$ cat src/rtl/pkrc_pkg.sv
/*
 * constants, register map and types for the power key, host reset and
 * interrupt control block.
 * assumes a 100 MHz core clock and a 32-bit apb register port.
 */
package pkrc_pkg;
   // clock and the one millisecond time base
   localparam int CLK_PERIOD_NS = 10;
   localparam int TICK_TIME_NS  = 1000000;
   localparam int TICK_CYCLES   = (TICK_TIME_NS + CLK_PERIOD_NS - 1) / CLK_PERIOD_NS;
   localparam int RST_TIMER_MAX_MS = 1000;      // longest reset timer, 1 s

   // field widths
   localparam int APB_AW = 12;
   localparam int DB_W   = 8;                   // debounce time, ms
   localparam int KD_W   = 12;                  // long-press time, ms
   localparam int RT_W   = 10;                  // reset timer, ms
   localparam int TC_W   = 32;
   localparam int NIN    = 2;                   // debounced inputs
   localparam int IN_KEY = 0;
   localparam int IN_RRQ = 1;

   // register offsets
   localparam logic [APB_AW-1:0] ADDR_CTRL   = 12'h000;
   localparam logic [APB_AW-1:0] ADDR_TIMING = 12'h004;
   localparam logic [APB_AW-1:0] ADDR_STATUS = 12'h008;
   localparam logic [APB_AW-1:0] ADDR_EVENT  = 12'h00C;
   localparam logic [APB_AW-1:0] ADDR_FAULT  = 12'h010;
   localparam logic [APB_AW-1:0] ADDR_PRESS  = 12'h014;

   // control register bits
   localparam int C_MODE_LSB = 0;               // two bits
   localparam int C_MASK     = 2;
   localparam int C_LOCK     = 3;
   localparam int C_FAST     = 4;
   localparam int C_ODRAIN   = 5;
   localparam int C_POFFRST  = 6;
   localparam int C_IRQHIGH  = 7;
   localparam int C_TRIG_LSB = 8;               // two bits
   localparam int C_SYSRUN   = 10;
   localparam int C_LOWPWR   = 11;

   // timing register fields
   localparam int T_DB_LSB = 0;
   localparam int T_KD_LSB = 8;
   localparam int T_RT_LSB = 20;
   localparam logic [DB_W-1:0] DB_RST = 8'h0A;
   localparam logic [KD_W-1:0] KD_RST = 12'h7D0;
   localparam logic [RT_W-1:0] RT_RST = 10'h014;

   // status register bits
   localparam int S_KEYLVL  = 0;
   localparam int S_KEYDOWN = 1;
   localparam int S_HOSTRST = 2;
   localparam int S_RRQLVL  = 3;
   localparam int S_PEND    = 4;

   typedef enum logic [1:0] {
      PKRC_MODE_EVENT = 2'h0,
      PKRC_MODE_LOCK  = 2'h1,
      PKRC_MODE_OFF   = 2'h2,
      PKRC_MODE_STBY  = 2'h3
   } pkrc_mode_e;

   typedef enum logic [1:0] {
      PKRC_TRIG_WAKE  = 2'h0,
      PKRC_TRIG_FIRST = 2'h1,
      PKRC_TRIG_SECND = 2'h2,
      PKRC_TRIG_POFF  = 2'h3
   } pkrc_trig_e;

   typedef enum logic [2:0] {
      PKRC_KEY_IDLE = 3'b001,
      PKRC_KEY_TIME = 3'b010,
      PKRC_KEY_LONG = 3'b100
   } pkrc_key_e;
endpackage

$ cat src/rtl/pkrc_top.sv
/*
 * power key debounce and press timing, reset request handling, host reset
 * output with its release timer, level interrupt with pending events, and
 * the apb register slave that reaches all of them.
 * assumes inputs synchronous to mclk and a power sequencer outside that
 * reports its state and phase ends as one-cycle pulses.
 */
`timescale 1ns/1ns
module pkrc_top
   import pkrc_pkg::*;
#(
   parameter int MS_CYCLES = TICK_CYCLES
) (
   input  wire logic              mclk,
   input  wire logic              rst_n,
   input  wire logic              psel,
   input  wire logic              penable,
   input  wire logic              pwrite,
   input  wire logic [APB_AW-1:0] paddr,
   input  wire logic [31:0]       pwdata,
   output logic      [31:0]       prdata,
   output logic                   pready,
   output logic                   pslverr,
   input  wire logic              powerKeyIn,
   input  wire logic              resetRequestIn,
   input  wire logic              powerOffState,
   input  wire logic              seqBusy,
   input  wire logic              externalWakeTrigger,
   input  wire logic              firstSubseqDone,
   input  wire logic              secondSubseqDone,
   input  wire logic              resetToPoweroffDone,
   input  wire logic              shutdownResetStart,
   input  wire logic              shutdownPoweroffStart,
   output logic                   wakeReq,
   output logic                   resetModeReq,
   output logic                   fastShutdown,
   output logic                   systemRunReq,
   output logic                   lowPowerReq,
   output logic                   hostResetOut,
   output logic                   hostResetOe,
   output logic                   irqOut,
   output logic                   irqOe
);

   typedef struct packed {
      logic [TC_W-1:0]           tickCnt;
      logic                      tick;
      logic [NIN-1:0]            stable;
      logic [NIN-1:0][DB_W-1:0]  dbCnt;
      logic [11:0]               ctrl;
      logic [DB_W-1:0]           debounceSel;
      logic [KD_W-1:0]           keyDelay;
      logic [RT_W-1:0]           resetTimer;
      pkrc_key_e                 keySt;
      logic [KD_W-1:0]           keyCnt;
      logic [KD_W-1:0]           pressLen;
      logic                      keyEvent;
      logic                      keyPend;
      logic                      resetReqFault;
      logic                      hostRstAct;
      logic                      rtRun;
      logic [RT_W-1:0]           rtCnt;
      logic [31:0]               prdata;
      logic                      pready;
      logic                      pslverr;
      logic                      wakeReq;
      logic                      resetModeReq;
      logic                      hostResetOut;
      logic                      hostResetOe;
      logic                      irqOut;
      logic                      irqOe;
   } pkrc_state_s;

   pkrc_state_s st_r;
   pkrc_state_s st_nxt;

   // true when an apb address names a mapped register
   function automatic logic pkrcMapped(input logic [APB_AW-1:0] a);
      return (a == ADDR_CTRL) || (a == ADDR_TIMING) || (a == ADDR_STATUS) ||
             (a == ADDR_EVENT) || (a == ADDR_FAULT) || (a == ADDR_PRESS);
   endfunction

   // next state of the whole block
   always_comb begin
      logic [NIN-1:0] rawIn;
      logic           keyPrev;
      logic           rrqPrev;
      logic           newEvent;
      logic           longWake;
      logic           shortWake;
      logic           wrStb;
      logic           trigHit;
      logic           blockEvt;
      logic           irqAct;
      logic [31:0]    rd;
      pkrc_mode_e     mode;
      rawIn     = {resetRequestIn, powerKeyIn};
      keyPrev   = st_r.stable[IN_KEY];
      rrqPrev   = st_r.stable[IN_RRQ];
      newEvent  = 1'b0;
      longWake  = 1'b0;
      shortWake = 1'b0;
      trigHit   = 1'b0;
      rd        = 32'h0000_0000;
      st_nxt    = st_r;
      mode      = pkrc_mode_e'(st_r.ctrl[C_MODE_LSB +: 2]);
      st_nxt.wakeReq      = 1'b0;
      st_nxt.resetModeReq = 1'b0;

      // one millisecond time base
      st_nxt.tick = (st_r.tickCnt == TC_W'(MS_CYCLES - 1));
      st_nxt.tickCnt = st_nxt.tick ? '0 : st_r.tickCnt + TC_W'(1);

      // debounce filters sharing one time setting
      for (int i = 0; i < NIN; i++) begin
         if (rawIn[i] == st_r.stable[i]) begin
            st_nxt.dbCnt[i] = '0;
         end else if (st_r.dbCnt[i] >= st_r.debounceSel) begin
            st_nxt.stable[i] = rawIn[i];
            st_nxt.dbCnt[i]  = '0;
         end else if (st_r.tick) begin
            st_nxt.dbCnt[i] = st_r.dbCnt[i] + DB_W'(1);
         end
      end

      // key press timing, both edges, in every power mode
      unique case (st_r.keySt)
         // idle: wait for the debounced falling edge of the key
         PKRC_KEY_IDLE: begin
            if (keyPrev && !st_nxt.stable[IN_KEY]) begin
               st_nxt.keyCnt = '0;
               if (mode == PKRC_MODE_EVENT) begin
                  newEvent  = 1'b1;
                  shortWake = 1'b1;
                  st_nxt.keySt = PKRC_KEY_LONG;
               end else begin
                  st_nxt.keySt = PKRC_KEY_TIME;
               end
            end
         end
         // timing: release before the long-press time is a short press
         PKRC_KEY_TIME: begin
            if (st_nxt.stable[IN_KEY]) begin
               st_nxt.pressLen = st_r.keyCnt;
               newEvent  = 1'b1;
               shortWake = 1'b1;
               if (mode == PKRC_MODE_STBY) begin
                  st_nxt.ctrl[C_SYSRUN] = 1'b0;
                  st_nxt.ctrl[C_LOWPWR] = 1'b1;
               end
               st_nxt.keySt = PKRC_KEY_IDLE;
            end else if (st_r.keyCnt >= st_r.keyDelay) begin
               newEvent = 1'b1;
               longWake = 1'b1;
               st_nxt.ctrl[C_LOCK] = 1'b1;
               if (mode == PKRC_MODE_OFF || mode == PKRC_MODE_STBY) begin
                  st_nxt.ctrl[C_SYSRUN] = 1'b0;
               end
               if (mode == PKRC_MODE_STBY) begin
                  st_nxt.ctrl[C_LOWPWR] = 1'b0;
               end
               st_nxt.keySt = PKRC_KEY_LONG;
            end else if (st_r.tick) begin
               st_nxt.keyCnt = st_r.keyCnt + KD_W'(1);
            end
         end
         // long or mode 00 press: only wait for release, counter saturates
         PKRC_KEY_LONG: begin
            if (st_nxt.stable[IN_KEY]) begin
               st_nxt.pressLen = st_r.keyCnt;
               st_nxt.keySt    = PKRC_KEY_IDLE;
            end else if (st_r.tick && st_r.keyCnt != '1) begin
               st_nxt.keyCnt = st_r.keyCnt + KD_W'(1);
            end
         end
      endcase

      // wake-up from power-off, gated by mask; lock gates short presses and every mode 00 press, a long press in the other modes wakes through it
      if (powerOffState && !st_r.ctrl[C_MASK]) begin
         st_nxt.wakeReq = longWake || (shortWake && !st_r.ctrl[C_LOCK]);
      end

      // reset request: fault log, host reset, reset mode request
      if (rrqPrev && !st_nxt.stable[IN_RRQ]) begin
         st_nxt.resetReqFault = 1'b1;
         st_nxt.resetModeReq  = 1'b1;
      end

      // apb slave: answer prepared in setup, taken in access
      wrStb = psel && penable && st_r.pready && pwrite;
      st_nxt.pready  = psel && !penable;
      st_nxt.pslverr = psel && !penable && !pkrcMapped(paddr);
      // read mux, unmapped offsets read as zero
      unique case (paddr)
         ADDR_CTRL:   rd[11:0] = st_r.ctrl;
         ADDR_TIMING: begin
            rd[T_DB_LSB +: DB_W] = st_r.debounceSel;
            rd[T_KD_LSB +: KD_W] = st_r.keyDelay;
            rd[T_RT_LSB +: RT_W] = st_r.resetTimer;
         end
         ADDR_STATUS: begin
            rd[S_KEYLVL]  = st_r.stable[IN_KEY];
            rd[S_KEYDOWN] = !st_r.stable[IN_KEY];
            rd[S_HOSTRST] = st_r.hostRstAct;
            rd[S_RRQLVL]  = st_r.stable[IN_RRQ];
            rd[S_PEND]    = st_r.keyPend;
         end
         ADDR_EVENT:  rd[0] = st_r.keyEvent;
         ADDR_FAULT:  rd[0] = st_r.resetReqFault;
         ADDR_PRESS:  rd[KD_W-1:0] = st_r.pressLen;
         default:     rd = 32'h0000_0000;
      endcase
      // read data captured in setup, held until the next read
      st_nxt.prdata = (psel && !penable && !pwrite) ? rd : st_r.prdata;
      // register writes; a hardware set of lock, event or fault in the same cycle wins, key updates of sysrun and lowpwr are lost
      if (wrStb) begin
         unique case (paddr)
            ADDR_CTRL: begin
               st_nxt.ctrl = pwdata[11:0];
               if (st_r.keySt == PKRC_KEY_TIME && st_r.keyCnt >= st_r.keyDelay) begin
                  st_nxt.ctrl[C_LOCK] = 1'b1;                        // hardware set wins
               end
            end
            ADDR_TIMING: begin
               st_nxt.debounceSel = pwdata[T_DB_LSB +: DB_W];
               st_nxt.keyDelay    = pwdata[T_KD_LSB +: KD_W];
               // reset timer settings beyond one second are clamped
               st_nxt.resetTimer  = (pwdata[T_RT_LSB +: RT_W] > RT_W'(RST_TIMER_MAX_MS)) ?
                                    RT_W'(RST_TIMER_MAX_MS) : pwdata[T_RT_LSB +: RT_W];
            end
            ADDR_EVENT: if (pwdata[0]) st_nxt.keyEvent = 1'b0;
            ADDR_FAULT: if (pwdata[0] && !st_nxt.resetReqFault) st_nxt.resetReqFault = 1'b0;
            default: ;
         endcase
         // fault log cleared only when no new request lands this cycle
         if (paddr == ADDR_FAULT && pwdata[0] && !(rrqPrev && !st_nxt.stable[IN_RRQ])) begin
            st_nxt.resetReqFault = 1'b0;
         end
      end

      // events held while the event register is read or sequencer moves
      blockEvt = (psel && paddr == ADDR_EVENT && !pwrite) || seqBusy;
      if (newEvent || st_r.keyPend) begin
         if (blockEvt) begin
            st_nxt.keyPend = 1'b1;
         end else begin
            st_nxt.keyEvent = 1'b1;
            st_nxt.keyPend  = 1'b0;
         end
      end

      // host reset assertion sources
      if (shutdownResetStart || (rrqPrev && !st_nxt.stable[IN_RRQ]) ||
          (shutdownPoweroffStart && st_r.ctrl[C_POFFRST])) begin
         st_nxt.hostRstAct = 1'b1;
         st_nxt.rtRun      = 1'b0;
      end else if (st_r.hostRstAct) begin
         // only the selected trigger starts the release timer
         unique case (pkrc_trig_e'(st_r.ctrl[C_TRIG_LSB +: 2]))
            PKRC_TRIG_WAKE:  trigHit = externalWakeTrigger;
            PKRC_TRIG_FIRST: trigHit = firstSubseqDone;
            PKRC_TRIG_SECND: trigHit = secondSubseqDone;
            PKRC_TRIG_POFF:  trigHit = resetToPoweroffDone;
         endcase
         // zero setting releases at once, otherwise count ms ticks
         if (trigHit && st_r.resetTimer == '0) begin
            st_nxt.hostRstAct = 1'b0;
         end else if (trigHit) begin
            st_nxt.rtRun = 1'b1;
            st_nxt.rtCnt = '0;
         end else if (st_r.rtRun && st_r.rtCnt >= st_r.resetTimer) begin
            st_nxt.hostRstAct = 1'b0;
            st_nxt.rtRun      = 1'b0;
         end else if (st_r.rtRun && st_r.tick) begin
            st_nxt.rtCnt = st_r.rtCnt + RT_W'(1);
         end
      end

      // pin drivers, push-pull or open drain
      irqAct = st_nxt.keyEvent && !st_nxt.ctrl[C_MASK];
      // open drain pulls low only while active, push-pull always drives
      if (st_nxt.ctrl[C_ODRAIN]) begin
         st_nxt.hostResetOut = 1'b0;
         st_nxt.hostResetOe  = st_nxt.hostRstAct;
         st_nxt.irqOut       = 1'b0;
         st_nxt.irqOe        = irqAct;
      end else begin
         st_nxt.hostResetOut = !st_nxt.hostRstAct;
         st_nxt.hostResetOe  = 1'b1;
         // xnor with the polarity bit gives the active level
         st_nxt.irqOut       = irqAct ~^ st_nxt.ctrl[C_IRQHIGH];
         st_nxt.irqOe        = 1'b1;
      end
   end

   // state register; cold boot comes up with host reset held
   always_ff @(posedge mclk or negedge rst_n) begin
      if (!rst_n) begin
         // everything not named below, the apb answer too, starts at zero
         st_r              <= '0;
         st_r.stable       <= '1;
         st_r.debounceSel  <= DB_RST;
         st_r.keyDelay     <= KD_RST;
         st_r.resetTimer   <= RT_RST;
         st_r.keySt        <= PKRC_KEY_IDLE;
         st_r.hostRstAct   <= 1'b1;
         st_r.hostResetOe  <= 1'b1;
      end else begin
         st_r <= st_nxt;
      end
   end

   // outputs straight from the state register
   assign prdata       = st_r.prdata;
   assign pready       = st_r.pready;
   assign pslverr      = st_r.pslverr;
   assign wakeReq      = st_r.wakeReq;
   assign resetModeReq = st_r.resetModeReq;
   assign fastShutdown = st_r.ctrl[C_FAST];
   assign systemRunReq = st_r.ctrl[C_SYSRUN];
   assign lowPowerReq  = st_r.ctrl[C_LOWPWR];
   assign hostResetOut = st_r.hostResetOut;
   assign hostResetOe  = st_r.hostResetOe;
   assign irqOut       = st_r.irqOut;
   assign irqOe        = st_r.irqOe;
endmodule

$ cat config.mk
export PLATFORM = sky130hd
export DESIGN_NAME = pkrc_top
export DESIGN_NICKNAME = d
export VERILOG_FILES = /design/src/rtl/pkrc_pkg.sv /design/src/rtl/pkrc_top.sv
export SDC_FILE = /design/constraint.sdc
export NUM_CORES = 1
export LEC_CHECK = 0
export ABC_AREA = 1
export BUFFER_PORTS_ARGS = -buffer_cell sky130_fd_sc_hd__buf_2
export CAP_MARGIN = 20
export CORE_ASPECT_RATIO = 1.75
export CORE_UTILIZATION = 55
export CTS_BUF_LIST = sky130_fd_sc_hd__clkbuf_2
export DETAILED_ROUTE_END_ITERATION = 16
export PLACE_DENSITY = 0.77
export SLEW_MARGIN = 15
export SYNTH_ARGS = -nofsm -noshare
export SYNTH_HDL_FRONTEND = slang
export SYNTH_SLANG_ARGS = --single-unit
$ cat constraint.sdc
create_clock -name mclk -period 2 [get_ports mclk]
set_input_delay 0.5 -clock mclk [delete_from_list [all_inputs] [get_ports mclk]]
set_output_delay 0.5 -clock mclk [all_outputs]
set_load 0.01 [all_outputs]
==> flow_metrics.tcl <==
set metrics [dict create \
    outcome "complete, but fails checks" \
    violations "negative setup slack" \
    largest_reg_flops 132 \
    r2r-end "lowPowerReq$_DFF_PN0_" \
    nets 1516 \
    wl_met3_microns 1551 \
    fin_crit_sh_pct 113.6 \
    pwr_density_cell_nw_per_um2 564.0 \
    fillers 1110 \
    synthArstFlopShare_pct 100.0 \
    avgSynthCellArea_sq_um 8.241 \
    drv_slew 0 \
    syn_area_sq_um 9485 \
    first_pass_iters 6 \
    finalSetupViolations 50 \
    fin_area_sq_um 12580 \
    ios 102 \
    grt_antenna_before_repair 1 \
    clock.fmax_mhz 440.0 \
    rows 63 \
    whs_ns 0.04548 \
    netlist_top_cells_count "nand2_1, dfrtp_1, inv_1" \
    htree_levels 4 \
    regMostFlops "st_r" \
    core_area_sq_um 16870 \
    grt_max_degree 53 \
    routedWlPerCell_microns 17.80 \
    overflow 0 \
    min_period_ns 2.273 \
    grt_pass1_wl_microns 43490 \
    reg2reg_slack_ns -0.27 \
    regToRegStartpoint "st_r[109]$_DFFE_PN0P_" \
    root_buffer "clkbuf_2" \
    ctsLongestPathBuffers 2 \
    numCtsBuffers 17 \
    startpoint_type "register" \
    synth_area_leaders "dfrtp_1, nand2_1, inv_1, ha_1, o21ai_0" \
    met2_length_microns 15430 \
    drtIter0Drc 731 \
    post-route-drc-count 0 \
    hold_viol_final 0 \
    clk_pin_slew_ns 0.25 \
    fp.dieW_microns 101.3 \
    maxSlewHeadroom_pct 53.13 \
    grtUsageTotal_pct 32.01 \
    synth_edf_count 0 \
    layout-drive-gt1-share_pct 32.59 \
    synthCells 1151 \
    r2r_cells 12 \
    critPathArrivalTime_ns 2.96 \
    rsz0062_at_grt "true" \
    numClockSinks 173 \
    die-area_sq_um 17800 \
    hp-start "pwdata[23]" \
    cts_tree "done" \
    cp.required_ns 2.69 \
    skew_ns 0.04825 \
    drt-vias-per-instance 5.613 \
    netlist.area_leader.share_pct 41.68 \
    yosysWarnings 0 \
    die_h_microns 175.7 \
    hold_depth 5 \
    synth-main-ff-cell "dfrtp_1" \
    wl_met1_microns 10140 \
    path_max_fanout 4 \
    wl_microns 29450 \
    critPathKind "register to register" \
    yosysSeqAreaShare_pct 45.84 \
    leakage_nw 6.253 \
    num_vias 9289 \
    ys_types 51 \
    final_util_pct 74.55 \
    maxCapViolations 0 \
    gp_congestion 0.9236 \
    min_to "st_r[85]$_DFFE_PN0P_" \
    antenna_left 0 \
    worst_pin_slew_ns 0.6956 \
    yosysMostFrequentCell "nand2_1" \
    top_layer_used "met4" \
    grt_pass1_vias 9310 \
    portBuffers 97 \
    post-dp-hpwl_microns 19020 \
    area_delta_synth_final_pct 32.58 \
    dpl_cell_area_sq_um 11110 \
    total_power_w 0.007092 \
    fin_ws_ns -0.2728 \
    start_util_pct 56.23 \
    end_kind "register" \
    worstHoldPathType "input pin to register" \
    insertion_delay_ns 0.79 \
    yosysTopAreaCell "dfrtp_1" \
    ys_ff_latch 173 \
    ir_drop_uv 453.1 \
]
[how the worst max path moves through the flow]
stage / startpoint / cells past startpoint / slack, ns / end
after global routing: st_r[109]$_DFFE_PN0P_ / 15 / -0.38 / irqOut$_DFF_PN0_
after global placement: st_r[99]$_DFFE_PN1P_ / 16 / -0.20 / irqOut$_DFF_PN0_
after detailed placement: st_r[101]$_DFFE_PN1P_ / 16 / -0.23 / irqOut$_DFF_PN0_
after CTS: st_r[89]$_DFFE_PN0P_ / 13 / -0.1 / st_r[43]$_DFFE_PN0P_
after floorplan: st_r[105]$_DFFE_PN1P_ / 16 / 0.004 / st_r[56]$_DFFE_PN0P_
final: st_r[109]$_DFFE_PN0P_ / 12 / -0.27 / lowPowerReq$_DFF_PN0_
[stage by stage]
step | TNS, ns | instances | setup slack [ns]
3_3_place_gp | -2.384 | 1561 | -0.1981
3_5_place_dp | -4.279 | 1561 | -0.2264
2_1_floorplan | 0 | 1152 | 0.004130
4_1_cts | -1.862 | 1651 | -0.09775
6_report | -7.705 | 1655 | -0.2728
5_1_grt | -12.22 | 1655 | -0.3800
[repair_timing]
| action | 4_1_cts | 5_1_grt |
|---|---|---|
| resized for setup | 116 | 97 |
| hold buffers | 36 | 0 |
| pin swaps | 40 | 46 |
| buffers inserted | 19 | 10 |
| endpoints found under the setup margin | 50 | 69 |
| gates cloned | 3 | 0 |
| endpoints found under the hold margin | 183 | 0 |
[placed cells by master (no fill, tap or decap), types with 12 or more instances in the layout]
cell / netlist / layout
a21oi_1: 31 / 24
buf_2: 8 / 95
buf_4: 32 / 141
buf_6: 1 / 17
clkbuf_2: 0 / 18
dfrtp_1: 158 / 158
dfstp_2: 15 / 15
dlygate4sd3_1: 0 / 36
ha_1: 43 / 29
ha_4: 0 / 13
inv_1: 153 / 128
inv_2: 1 / 17
nand2_1: 257 / 214
nand2_2: 2 / 33
nand2_4: 0 / 12
nand3_1: 36 / 26
nand4_1: 31 / 31
nor2_1: 103 / 89
nor3_1: 23 / 20
nor4_1: 14 / 13
o21ai_0: 93 / 58
o21ai_1: 2 / 27
o31ai_1: 19 / 18
xor2_1: 41 / 41
[metal layers]
metal	up-vias	global-route usage (%)
li1	4256	-
met1	4452	31.33
met2	403	58.96
met3	178	5.889
met4	0	22.34
met5	-	0
[where the power goes]
part | switching [W] | internal (W)
logic | 0.000976 | 0.000690
clock network | 0.00135 | 0.000361
registers | 0.0000951 | 0.00362
total | 0.00242 | 0.00467
[critical path: stages, from the launching register on]
cell     delay [ns]
dfrtp_1        0.46
inv_1          0.18
ha_1           0.28
nand2_1        0.07
a21oi_1        0.07
nor2_2         0.13
nand3_2        0.15
nand2_4        0.13
nand2_4        0.07
buf_6          0.14
nor2_1         0.20
o21ai_2        0.10
a31oi_1        0.21
[area by class of cell]
class	count	area [sq um]	share of cell area [%]
repair buffers	300	2316	18.42
diodes	1	2.502	0.01990
multi-input cells	766	4818	38.31
clock inverters	14	108.9	0.8656
inverters	156	608.1	4.835
well taps	227	284.0	2.258
clock buffers	18	90.09	0.7163
flip-flops and latches	173	4348	34.57
[cells by family (layout without fill, tap and decap cells)]
| logic type | count (synthesis) | after routing | synth area share [%] |
|---|---|---|---|
| other | 1 | 3 | 0.03953 |
| and+or+nand+nor | 490 | 490 | 22.68 |
| AOI/OAI and AO/OA | 181 | 181 | 11.28 |
| DFF | 173 | 173 | 45.84 |
| adders and majority gates | 43 | 43 | 5.672 |
| xor gates and xnor gates | 50 | 50 | 4.617 |
| buffers and inverters | 213 | 488 | 9.880 |
No activity file was read; power rests on OpenSTA's default activity.
